## src/core/lopr_pkg.sv

```systemverilog
// Purpose: shared constants, register map and helpers of the line output / alarm / pulse regs
// Assumes: 8-bit host data, eight channels, one clock
// Notes: all offsets are byte addresses on the host port
`default_nettype none
package lopr_pkg;
   localparam int NCH = 8;
   localparam int SAMP_W = 7;
   localparam int LOC_W = 5;
   localparam int NLOC = 32;
   localparam int CH_W = 3;
   localparam int REG_W = 8;
   // =====================================
   // register map
   localparam logic [7:0] ADDR_TX_DIS = 8'h12;
   localparam logic [7:0] ADDR_ALARM_STAT = 8'h13;
   localparam logic [7:0] ADDR_ALARM_EN = 8'h14;
   localparam logic [7:0] ADDR_ALARM_CHG = 8'h15;
   localparam logic [7:0] ADDR_BCAST = 8'h16;
   localparam logic [7:0] ADDR_SADDR = 8'h17;
   localparam logic [7:0] ADDR_SDATA = 8'h18;
   localparam logic [7:0] ADDR_SRC = 8'h19;
   // =====================================
   // fields and reset values
   localparam int CH_LSB = 5;
   localparam int LOC_MSB = 4;
   localparam logic [7:0] RST_BYTE = 8'h00;
   localparam logic [6:0] RST_SAMPLE = 7'h00;
   localparam logic [1:0] SETTLE_CYC = 2'h3;
   // =====================================
   // pulse timing: samples per unit_interval
   localparam logic [4:0] E1_UNIT_INTERVAL_SAMPLES = 5'h0C;
   localparam logic [4:0] T1_UNIT_INTERVAL_SAMPLES = 5'h0E;
   // built-in shape levels, two's complement
   localparam logic [6:0] ROM_PEAK = 7'h30;
   localparam logic [6:0] ROM_TAIL = 7'h7C;
   localparam logic [6:0] SAMP_MAX_POS = 7'h3F;
   localparam logic [6:0] SAMP_MAX_NEG = 7'h40;

   function automatic logic [6:0] rom_sample(input logic e1, input logic [4:0] ph);
      logic [4:0] span;
      span = e1 ? E1_UNIT_INTERVAL_SAMPLES : T1_UNIT_INTERVAL_SAMPLES;
      if (ph < span) begin
         rom_sample = ROM_PEAK;
      end else if (!e1 && ph < 5'(span + span)) begin
         rom_sample = ROM_TAIL;
      end else begin
         rom_sample = RST_SAMPLE;
      end
   endfunction

   function automatic logic second_unit_interval(input logic e1, input logic [4:0] ph);
      second_unit_interval = e1 && (ph >= E1_UNIT_INTERVAL_SAMPLES);
   endfunction
endpackage
`default_nettype wire

```

## src/core/lopr_if.sv

```systemverilog
// Purpose: carriers between the register top and its sample memory and alarm logic
// Assumes: all signals on sys_clk
// Notes: none
`default_nettype none
interface lopr_mem_if;
   logic [7:0] wr_mask;
   logic [4:0] addr;
   logic [6:0] wdata;
   logic [2:0] rd_chan;
   logic [6:0] rdata;
   logic [4:0] tx_phase;
   logic [7:0][6:0] tx_samples;
   modport ctrl (output wr_mask, addr, wdata, rd_chan, tx_phase, input rdata, tx_samples);
   modport mem (input wr_mask, addr, wdata, rd_chan, tx_phase, output rdata, tx_samples);
endinterface

interface lopr_alarm_if;
   logic clr;
   logic soft_rst;
   logic [7:0] enable;
   logic [7:0] detect;
   logic [7:0] status;
   logic [7:0] flags;
   logic irq_n;
   modport ctrl (output clr, soft_rst, enable, detect, input status, flags, irq_n);
   modport irq (input clr, soft_rst, enable, detect, output status, flags, irq_n);
endinterface
`default_nettype wire

```

## src/core/lopr_alarm_irq.sv

```systemverilog
// Purpose: alarm status, change capture and interrupt pin
// Assumes: detect already synchronised
// Notes: a change in the clearing cycle survives the clear
`default_nettype none
module lopr_alarm_irq (
   input wire logic sys_clk,
   input wire logic nrst,
   lopr_alarm_if.irq a
);
   logic [7:0] status_q;
   logic [7:0] flags_q;
   logic [7:0] flags_d;
   logic irq_n_q;
   wire [7:0] change = a.detect ^ status_q;
   wire [7:0] set = change & a.enable;

   // set wins over the read clear so no edge is lost
   assign flags_d = a.soft_rst ? lopr_pkg::RST_BYTE : ((a.clr ? 8'h00 : flags_q) | set);

   always_ff @(posedge sys_clk or negedge nrst) begin
      if (!nrst) begin
         status_q <= lopr_pkg::RST_BYTE;
         flags_q <= lopr_pkg::RST_BYTE;
         irq_n_q <= 1'b1;
      end else begin
         status_q <= a.detect;
         flags_q <= flags_d;
         irq_n_q <= ~(|flags_d);
      end
   end

   assign a.status = status_q;
   assign a.flags = flags_q;
   assign a.irq_n = irq_n_q;

   property p_masked;
      @(posedge sys_clk) disable iff (!nrst)
      1'b1 |=> ((flags_q & ~$past(flags_q)) & ~$past(a.enable)) == 8'h00;
   endproperty
   a_masked: assert property (p_masked) else $error("flag set on masked channel");
   property p_change_sets;
      @(posedge sys_clk) disable iff (!nrst)
      !a.soft_rst |=> (flags_q & $past(set)) == $past(set);
   endproperty
   a_change_sets: assert property (p_change_sets) else $error("change did not set flag");
   property p_hold;
      @(posedge sys_clk) disable iff (!nrst)
      !a.clr && !a.soft_rst |=> (flags_q & $past(flags_q)) == $past(flags_q);
   endproperty
   a_hold: assert property (p_hold) else $error("flag lost without clear");
   property p_pin;
      @(posedge sys_clk) disable iff (!nrst)
      irq_n_q == (flags_q == 8'h00);
   endproperty
   a_pin: assert property (p_pin) else $error("interrupt pin disagrees with flags");
endmodule
`default_nettype wire

```

## src/core/lopr_regs.sv

```systemverilog
// Purpose: host register group for driver disable, alarm status/interrupt and custom pulses
// Assumes: host strobes and soft_rst are one-cycle pulses on sys_clk
// Notes: alarm_indication_signal is asynchronous and synchronised here
`default_nettype none
module lopr_regs (
   input wire logic sys_clk,
   input wire logic nrst,
   input wire logic soft_rst,
   input wire logic [7:0] host_addr,
   input wire logic [7:0] host_wdata,
   input wire logic host_wr,
   input wire logic host_rd,
   output logic [7:0] host_rdata,
   output logic host_rvalid,
   input wire logic [7:0] alarm_indication_signal,
   input wire logic [7:0] e1_mode,
   input wire logic [4:0] tx_phase,
   output logic [7:0] tx_hiz,
   output logic [7:0] pulse_src_custom,
   output logic [55:0] tx_samples,
   output logic int_n
);
   // ======================================
   // storage
   logic [7:0] tx_dis_q;
   logic [7:0] irq_en_q;
   logic [7:0] bmask_q;
   logic [7:0] saddr_q;
   logic [6:0] sdata_q;
   logic [7:0] src_q;
   logic [7:0] rdata_q;
   logic rvalid_q;
   logic [7:0] sync1_q;
   logic [7:0] sync2_q;
   logic [55:0] samples_q;
   logic [1:0] settle_q;

   lopr_mem_if mi ();
   lopr_alarm_if ai ();

   // ======================================
   // address decode
   wire wr_tx_dis = host_wr && host_addr == lopr_pkg::ADDR_TX_DIS;
   wire wr_en = host_wr && host_addr == lopr_pkg::ADDR_ALARM_EN;
   wire wr_bmask = host_wr && host_addr == lopr_pkg::ADDR_BCAST;
   wire wr_saddr = host_wr && host_addr == lopr_pkg::ADDR_SADDR;
   wire wr_sdata = host_wr && host_addr == lopr_pkg::ADDR_SDATA;
   wire wr_src = host_wr && host_addr == lopr_pkg::ADDR_SRC;
   wire rd_chg = host_rd && host_addr == lopr_pkg::ADDR_ALARM_CHG;
   wire [2:0] tgt_chan = saddr_q[7:lopr_pkg::CH_LSB];
   wire [4:0] tgt_loc = saddr_q[lopr_pkg::LOC_MSB:0];
   wire [7:0] tgt_onehot = 8'h01 << tgt_chan;
   // a zero mask falls back to the addressed channel alone
   wire [7:0] chan_mask = (bmask_q != 8'h00) ? bmask_q : tgt_onehot;

   // ======================================
   // read mux, unmapped offsets read zero
   logic [7:0] rd_mux;
   always_comb begin
      case (host_addr)
         lopr_pkg::ADDR_TX_DIS: rd_mux = tx_dis_q;
         lopr_pkg::ADDR_ALARM_STAT: rd_mux = ai.status;
         lopr_pkg::ADDR_ALARM_EN: rd_mux = irq_en_q;
         lopr_pkg::ADDR_ALARM_CHG: rd_mux = ai.flags;
         lopr_pkg::ADDR_BCAST: rd_mux = bmask_q;
         lopr_pkg::ADDR_SADDR: rd_mux = saddr_q;
         lopr_pkg::ADDR_SDATA: rd_mux = {1'b0, mi.rdata};
         lopr_pkg::ADDR_SRC: rd_mux = src_q;
         default: rd_mux = lopr_pkg::RST_BYTE;
      endcase
   end

   // ======================================
   // control registers, cleared by reset or soft reset
   always_ff @(posedge sys_clk or negedge nrst) begin
      if (!nrst) begin
         tx_dis_q <= lopr_pkg::RST_BYTE;
         irq_en_q <= lopr_pkg::RST_BYTE;
         bmask_q <= lopr_pkg::RST_BYTE;
         saddr_q <= lopr_pkg::RST_BYTE;
         src_q <= lopr_pkg::RST_BYTE;
      end else if (soft_rst) begin
         tx_dis_q <= lopr_pkg::RST_BYTE;
         irq_en_q <= lopr_pkg::RST_BYTE;
         bmask_q <= lopr_pkg::RST_BYTE;
         saddr_q <= lopr_pkg::RST_BYTE;
         src_q <= lopr_pkg::RST_BYTE;
      end else begin
         if (wr_tx_dis) tx_dis_q <= host_wdata;
         if (wr_en) irq_en_q <= host_wdata;
         if (wr_bmask) bmask_q <= host_wdata;
         if (wr_saddr) saddr_q <= host_wdata;
         if (wr_src) src_q <= host_wdata;
      end
   end

   // soft reset leaves the sample data alone
   always_ff @(posedge sys_clk or negedge nrst) begin
      if (!nrst) begin
         sdata_q <= lopr_pkg::RST_SAMPLE;
      end else if (wr_sdata) begin
         sdata_q <= host_wdata[6:0];
      end
   end

   // ======================================
   // host read answer, one cycle after the strobe
   always_ff @(posedge sys_clk or negedge nrst) begin
      if (!nrst) begin
         rdata_q <= lopr_pkg::RST_BYTE;
         rvalid_q <= 1'b0;
      end else begin
         rdata_q <= host_rd ? rd_mux : rdata_q;
         rvalid_q <= host_rd;
      end
   end

   // ======================================
   // alarm input synchroniser
   always_ff @(posedge sys_clk or negedge nrst) begin
      if (!nrst) begin
         sync1_q <= lopr_pkg::RST_BYTE;
         sync2_q <= lopr_pkg::RST_BYTE;
         settle_q <= 2'h0;
      end else begin
         sync1_q <= alarm_indication_signal;
         sync2_q <= sync1_q;
         settle_q <= (settle_q == lopr_pkg::SETTLE_CYC) ? settle_q : 2'(settle_q + 2'h1);
      end
   end

   assign ai.clr = rd_chg;
   assign ai.soft_rst = soft_rst;
   assign ai.enable = irq_en_q;
   assign ai.detect = sync2_q;

   lopr_alarm_irq u_alarm (
      .sys_clk(sys_clk),
      .nrst(nrst),
      .a(ai.irq)
   );

   // ======================================
   // sample memory and transmit shape selection
   assign mi.wr_mask = wr_sdata ? chan_mask : 8'h00;
   assign mi.addr = tgt_loc;
   assign mi.wdata = host_wdata[6:0];
   assign mi.rd_chan = tgt_chan;
   assign mi.tx_phase = tx_phase;

   lopr_sample_mem u_mem (
      .sys_clk(sys_clk),
      .nrst(nrst),
      .m(mi.mem)
   );

   logic [55:0] samples_d;
   for (genvar c = 0; c < lopr_pkg::NCH; c++) begin : g_shape
      // second unit_interval custom samples in E1 are forced to zero, whatever the host wrote
      wire ign = lopr_pkg::second_unit_interval(e1_mode[c], tx_phase);
      wire [6:0] custom = ign ? lopr_pkg::RST_SAMPLE : mi.tx_samples[c];
      wire [6:0] fixed = lopr_pkg::rom_sample(e1_mode[c], tx_phase);
      // seven-bit two's complement passes untouched; the DAC sign-extends
      assign samples_d[c*7 +: 7] = src_q[c] ? custom : fixed;
   end

   always_ff @(posedge sys_clk or negedge nrst) begin
      if (!nrst) begin
         samples_q <= 56'h0;
      end else begin
         samples_q <= samples_d;
      end
   end

   assign host_rdata = rdata_q;
   assign host_rvalid = rvalid_q;
   assign tx_hiz = tx_dis_q;
   assign pulse_src_custom = src_q;
   assign tx_samples = samples_q;
   assign int_n = ai.irq_n;

   // ======================================
   // checks
   property p_hiz;
      @(posedge sys_clk) disable iff (!nrst)
      wr_tx_dis && !soft_rst |=> tx_hiz == $past(host_wdata);
   endproperty
   a_hiz: assert property (p_hiz) else $error("driver disable not applied");

   property p_status;
      @(posedge sys_clk) disable iff (!nrst)
      settle_q == lopr_pkg::SETTLE_CYC |-> ai.status == $past(alarm_indication_signal, 3);
   endproperty
   a_status: assert property (p_status) else $error("alarm status not following input");

   property p_rdata;
      @(posedge sys_clk) disable iff (!nrst)
      host_rd && host_addr == lopr_pkg::ADDR_SDATA |=> host_rvalid && host_rdata == {1'b0, $past(mi.rdata)};
   endproperty
   a_rdata: assert property (p_rdata) else $error("sample read wrong");

   property p_keep;
      @(posedge sys_clk) disable iff (!nrst)
      soft_rst && !wr_sdata |=> sdata_q == $past(sdata_q);
   endproperty
   a_keep: assert property (p_keep) else $error("soft reset changed sample data");

   property p_custom;
      @(posedge sys_clk) disable iff (!nrst)
      src_q[0] && !lopr_pkg::second_unit_interval(e1_mode[0], tx_phase)
         |=> tx_samples[6:0] == $past(mi.tx_samples[0]);
   endproperty
   a_custom: assert property (p_custom) else $error("custom shape not used");

   property p_fixed;
      @(posedge sys_clk) disable iff (!nrst)
      !src_q[1] |=> tx_samples[13:7] == lopr_pkg::rom_sample($past(e1_mode[1]), $past(tx_phase));
   endproperty
   a_fixed: assert property (p_fixed) else $error("fixed shape not used");

   property p_e1_tail;
      @(posedge sys_clk) disable iff (!nrst)
      src_q[2] && e1_mode[2] && tx_phase >= lopr_pkg::E1_UNIT_INTERVAL_SAMPLES
         |=> tx_samples[20:14] == 7'h00;
   endproperty
   a_e1_tail: assert property (p_e1_tail) else $error("E1 second interval not ignored");

   property p_soft;
      @(posedge sys_clk) disable iff (!nrst)
      soft_rst |=> tx_hiz == 8'h00 && pulse_src_custom == 8'h00 && saddr_q == 8'h00;
   endproperty
   a_soft: assert property (p_soft) else $error("soft reset did not clear registers");

   // flags and the pin must also come back clean, or a stale interrupt survives
   property p_soft_alarm;
      @(posedge sys_clk) disable iff (!nrst)
      soft_rst |=> ai.flags == 8'h00 && int_n && irq_en_q == 8'h00 && bmask_q == 8'h00;
   endproperty
   a_soft_alarm: assert property (p_soft_alarm) else $error("soft reset left alarm state");

   // the read answer is a single-cycle echo of the strobe
   property p_rvalid;
      @(posedge sys_clk) disable iff (!nrst)
      1'b1 |=> host_rvalid == $past(host_rd);
   endproperty
   a_rvalid: assert property (p_rvalid) else $error("late read answer");

   property p_target;
      @(posedge sys_clk) disable iff (!nrst)
      wr_sdata && bmask_q == 8'h00 |-> mi.wr_mask == (8'h01 << saddr_q[7:lopr_pkg::CH_LSB]);
   endproperty
   a_target: assert property (p_target) else $error("sample write missed target channel");

   property p_bcast_mask;
      @(posedge sys_clk) disable iff (!nrst)
      wr_sdata && bmask_q != 8'h00 |-> mi.wr_mask == bmask_q;
   endproperty
   a_bcast_mask: assert property (p_bcast_mask) else $error("broadcast mask not applied");

   // memory must never change outside a data register write
   property p_no_stray;
      @(posedge sys_clk) disable iff (!nrst)
      !wr_sdata |-> mi.wr_mask == 8'h00;
   endproperty
   a_no_stray: assert property (p_no_stray) else $error("stray sample write");

   property p_saddr;
      @(posedge sys_clk) disable iff (!nrst)
      wr_saddr && !soft_rst |=> mi.rd_chan == $past(host_wdata[7:lopr_pkg::CH_LSB])
         && mi.addr == $past(host_wdata[lopr_pkg::LOC_MSB:0]);
   endproperty
   a_saddr: assert property (p_saddr) else $error("sample address not decoded");

   property p_irq_en;
      @(posedge sys_clk) disable iff (!nrst)
      wr_en && !soft_rst |=> irq_en_q == $past(host_wdata);
   endproperty
   a_irq_en: assert property (p_irq_en) else $error("interrupt enable not stored");

   property p_src;
      @(posedge sys_clk) disable iff (!nrst)
      wr_src && !soft_rst |=> pulse_src_custom == $past(host_wdata);
   endproperty
   a_src: assert property (p_src) else $error("source select not stored");

   // a read of the flags with no fresh change must release the pin
   property p_int_release;
      @(posedge sys_clk) disable iff (!nrst)
      rd_chg && sync2_q == ai.status |=> int_n;
   endproperty
   a_int_release: assert property (p_int_release) else $error("interrupt not released");
endmodule
`default_nettype wire

```

## src/core/lopr_sample_mem.sv

```systemverilog
// Purpose: per-channel custom pulse sample memories, host port plus transmit fetch
// Assumes: write mask already resolved to channels
// Notes: cleared by power-up reset only
`default_nettype none
module lopr_sample_mem (
   input wire logic sys_clk,
   input wire logic nrst,
   lopr_mem_if.mem m
);
   logic [6:0] ram_q [lopr_pkg::NCH][lopr_pkg::NLOC];

   always_ff @(posedge sys_clk or negedge nrst) begin
      if (!nrst) begin
         for (int c = 0; c < lopr_pkg::NCH; c++) begin
            for (int l = 0; l < lopr_pkg::NLOC; l++) begin
               ram_q[c][l] <= lopr_pkg::RST_SAMPLE;
            end
         end
      end else begin
         for (int c = 0; c < lopr_pkg::NCH; c++) begin
            if (m.wr_mask[c]) begin
               ram_q[c][m.addr] <= m.wdata;
            end
         end
      end
   end

   assign m.rdata = ram_q[m.rd_chan][m.addr];
   for (genvar c = 0; c < lopr_pkg::NCH; c++) begin : g_tx
      assign m.tx_samples[c] = ram_q[c][m.tx_phase];
   end

   property p_bcast_write;
      @(posedge sys_clk) disable iff (!nrst)
      m.wr_mask[7] |=> ram_q[7][$past(m.addr)] == $past(m.wdata);
   endproperty
   a_bcast_write: assert property (p_bcast_write) else $error("masked channel not written");
endmodule
`default_nettype wire

```

## config.mk

```make
export PLATFORM = sky130hd
export DESIGN_NAME = lopr_regs
export DESIGN_NICKNAME = d
export VERILOG_FILES = /design/src/core/lopr_pkg.sv /design/src/core/lopr_if.sv /design/src/core/lopr_alarm_irq.sv /design/src/core/lopr_regs.sv /design/src/core/lopr_sample_mem.sv
export SDC_FILE = /design/constraint.sdc
export NUM_CORES = 2
export LEC_CHECK = 0
export BUFFER_PORTS_ARGS = -buffer_cell sky130_fd_sc_hd__buf_4
export CAP_MARGIN = 0
export CORE_ASPECT_RATIO = 1.5
export CORE_MARGIN = 10
export CORE_UTILIZATION = 46
export CTS_CLUSTER_SIZE = 28
export DETAILED_ROUTE_END_ITERATION = 12
export PLACE_DENSITY_LB_ADDON = 0.05
export SLEW_MARGIN = 0
export SYNTH_ARGS = -nofsm -noshare
export SYNTH_HDL_FRONTEND = slang
export SYNTH_HIERARCHICAL = 1
export SYNTH_SLANG_ARGS = --single-unit
```

## constraint.sdc

```tcl
create_clock -name sys_clk -period 5.9 [get_ports sys_clk]
set_input_delay 0.295 -clock sys_clk [delete_from_list [all_inputs] [get_ports sys_clk]]
set_output_delay 0.295 -clock sys_clk [all_outputs]
set_load 0.005 [all_outputs]
```

==> qor.csv <==
stage;metric;value;unit
cts;cts_resized;0;
timing;fin_crit;5.50;ns
timing;finalSetupViolations;0;
setup_path;crit_chain;mux2i_1 > a21oi_1 > o21ai_0 > buf_4 > o21ai_0 > a211oi_2 > o22ai_1 > or4_1 > mux2i_1 > nor3_1 > o32ai_1 > dlygate4sd3_1 > o22ai_1;
synthesis;synth_cell_types;73;
synthesis;yosysTopAreaCellShare;0.471;
timing;hold_ws;-0.0721;ns
min_path;hold_class;in2async;
timing;fin_skew;0.0571;ns
cts;clkSinkCount;1930;
layout;top_register;u_mem/ram_q;
pwr;p_leak;52.3;nW
floorplanning;dieWidth;405;um
grt;antenna_found_initial;38;
synthesis;synth_area_leaders;dfrtp_1, mux2_2, mux4_2;
synthesis;synth_ff_type;dfrtp_1;
route;routed_wl;435;mm
timing;fmax;182;MHz
synthesis;synth-compound-area-share;0.0341;
cts;insertion_delay;0.89;ns
synthesis;ys_seq_elements;1930;
layout;layoutNonFillerInstCount;9990;
synthesis;synth_top_family_by_area;multiplexers;
timing;drv_slew;0;
placed_design;dp.cells;9576;
timing;final-hold-violation-count;1;
run_status;status;complete, but fails checks;
cts;cts_inserted_buffers;205;
layout;syn2layout_area_growth;10.6;%
layout;num-nets-final;6964;
layout;drive_above_1_share;0.480;
synthesis;seq_area_frac_synth;0.471;
placed_design;portBuffers;123;
grt;first_global_vias;69900;
synthesis;synth_simple_gate_area_frac;0.0317;
route;route.detailed.drc;0;
timing;worst_pin_slew;1.37;ns
pwr;power.density;246;nW/um2
placed_design;gp_congestion;0.951;
route;vias;68700;
route;first_pass_iters;6;
synthesis;synth.avg_cell_area;14.7;um2
setup_path;arrival;6.25;ns
synthesis;synth_xor_area_frac;0.000684;
floorplanning;die_area;242000;um2
setup_path;cp_slowest_stage_delay;0.84;ns
floorplanning;core;222000;um2
floorplanning;fp-row-count;212;
route;met1_length;148;mm
cts;ctsHtreeMaxLevel;4;
route;wl_met2;211;mm
floorplanning;die_h;598;um
setup_path;critPathRequiredTime;6.64;ns
setup_path;critPathMaxFanout;23;
route;drt_iter0_markers;7315;
setup_path;worstSetupStartpointType;register;
grt;grt_max_degree;210;
cts;clockBufferDepth;4;
pwr;vdd_drop_max;0.000213;V
setup_path;crit_path_top_delay_cell;dfrtp_4;
timing;finalCritPeriodShare;0.933;
timing;rsz0062_at_grt;no;
cts;tritoncts;built;
synthesis;netlist_area;102000;um2
synthesis;synth_edf_count;0;
setup_path;end_kind;register;
synthesis;yosysTopAreaCell;dfrtp_1;
route;ant_nets;0;
grt;grtUsageTotal;0.354;
grt;overflow;0;
timing;setup_tns;0;ns
route;avgViaCountPerCell;6.88;
run_status;violations;hold timing;
run;cap_viol_max_count;0;
synthesis;synthMuxAreaShare;0.434;
placed_design;place_hpwl;314;mm
route;wl_met3;26.2;mm
cts;clockRootBuffer;clkbuf_16;
synthesis;syn_inst;6992;
synthesis;syn_nets;7034;
layout;largest_reg_flops;1792;
synthesis;yosys_warnings;6;
synthesis;synthArstFlopShare;1.00;
route;post_drt_wl_per_cell;43.5;um
setup_path;crit_type;reg2reg;
grt;grt_pass1_wl;595;mm
floorplanning;start_util;0.461;
floorplanning;pin_count;124;
cts;path_clk_slew;0.07;ns
synthesis;synthAdderAreaFrac;0;
route;routed.top_layer;met5;
timing;slew_headroom;0.0814;
[Yosys cell counts (all sizes together), types with 10 or more instances]
library cell and n:
clkbuf 385, nand2b 10, inv 29, o21ai 66
nand2 404, buf 211, o21bai 11, a22o 36
mux4 860, mux2i 384, nor2b 13, nor2 204
a21oi 132, dfrtp 1929, nor3 26, mux2 1889
nand3 27, a31oi 26, a211oi 14, o22ai 117
and3 22, a22oi 81
[layout by cell type (no fill, tap or decap), types with 45 or more instances in the layout]
master / synthesis / routed
a21oi_1: 132 / 132
a22oi_1: 81 / 81
buf_12: 0 / 45
buf_4: 27 / 234
clkbuf_16: 0 / 207
clkbuf_8: 0 / 64
dfrtp_1: 1929 / 1926
mux2_2: 1878 / 1878
mux2i_1: 384 / 384
mux4_2: 859 / 859
nand2_1: 404 / 403
nor2_1: 203 / 202
o21ai_0: 60 / 60
o22ai_1: 117 / 117
[stage by stage]
stage	setup slack, ns	utilization	hold slack [ns]	total power [mW]	instance area [um2]
CTS	0.615	0.510	0.00907	28.0	113000
floorplan	2.95	-	-0.000591	14.1	102000
global route	0.500	0.510	0.00502	28.6	113000
finish	0.398	0.510	-0.0721	27.8	113000
detailed placement	0.878	0.479	0.267	14.7	106000
global placement	0.898	0.479	0.263	14.7	106000
[area by class of cell]
type                       instances  area, um2
multi-input combinational       4437      51400
tap                             2889       3610
timing repair buffer             319       3120
antenna                           32       80.1
clock inverter                    59        639
inverter                          29        114
sequential                      1930      48300
fill                           19000     109000
clock buffer                     295       6070
[metal layers]
metal,global-route usage,up-vias
met5,0,-
met2,0.588,3316
met3,0.0579,1139
met1,0.393,37400
met4,0.310,28
li1,-,26800
[logic make-up after synthesis]
group / Yosys count
flops: 1930
buf+inv: 625
compound gates: 539
simple gates: 757
xor+xnor: 8
mux: 3133
[critical path: cells and delay by family (launching register included)]
family,cells,cell delay (ns)
DFF,1,0.84
and+or+nand+nor,2,0.76
AOI/OAI and AO/OA,7,1.97
buffers and inverters,2,0.78
muxes,2,0.96
[power by group]
group / switching (mW) / internal, mW / total (mW)
logic: 0.866 / 0.319 / 1.19
registers: 0.0164 / 13.3 / 13.3
clock network: 5.70 / 7.66 / 13.4
total: 6.59 / 21.2 / 27.8
[final timing paths]
path | slack, ns | cells past startpoint | to | start
worst max-delay path | 0.40 | 13 | host_rdata[6] | saddr_q[5]
worst min-delay path | -0.07 | 2 | u_mem/ram_q[771] | nrst
min in group sys_clk | 0.06 | 2 | tx_samples[34] | tx_phase[4]
max in group asynchronous | 4.05 | 3 | u_mem/ram_q[1085] | nrst
worst min register to register | 0.36 | 0 | ai.detect[4] | sync1_q[4]
worst max register to register | 0.40 | 13 | host_rdata[6] | saddr_q[5]
[what timing repair did]
| item | in CTS | in global routing |
|---|---|---|
| setup buffers | 0 | 0 |
| hold buffers | 28 | 0 |
| hold endpoints to repair | 340 | 0 |
Power figures use the tool's default switching activity.
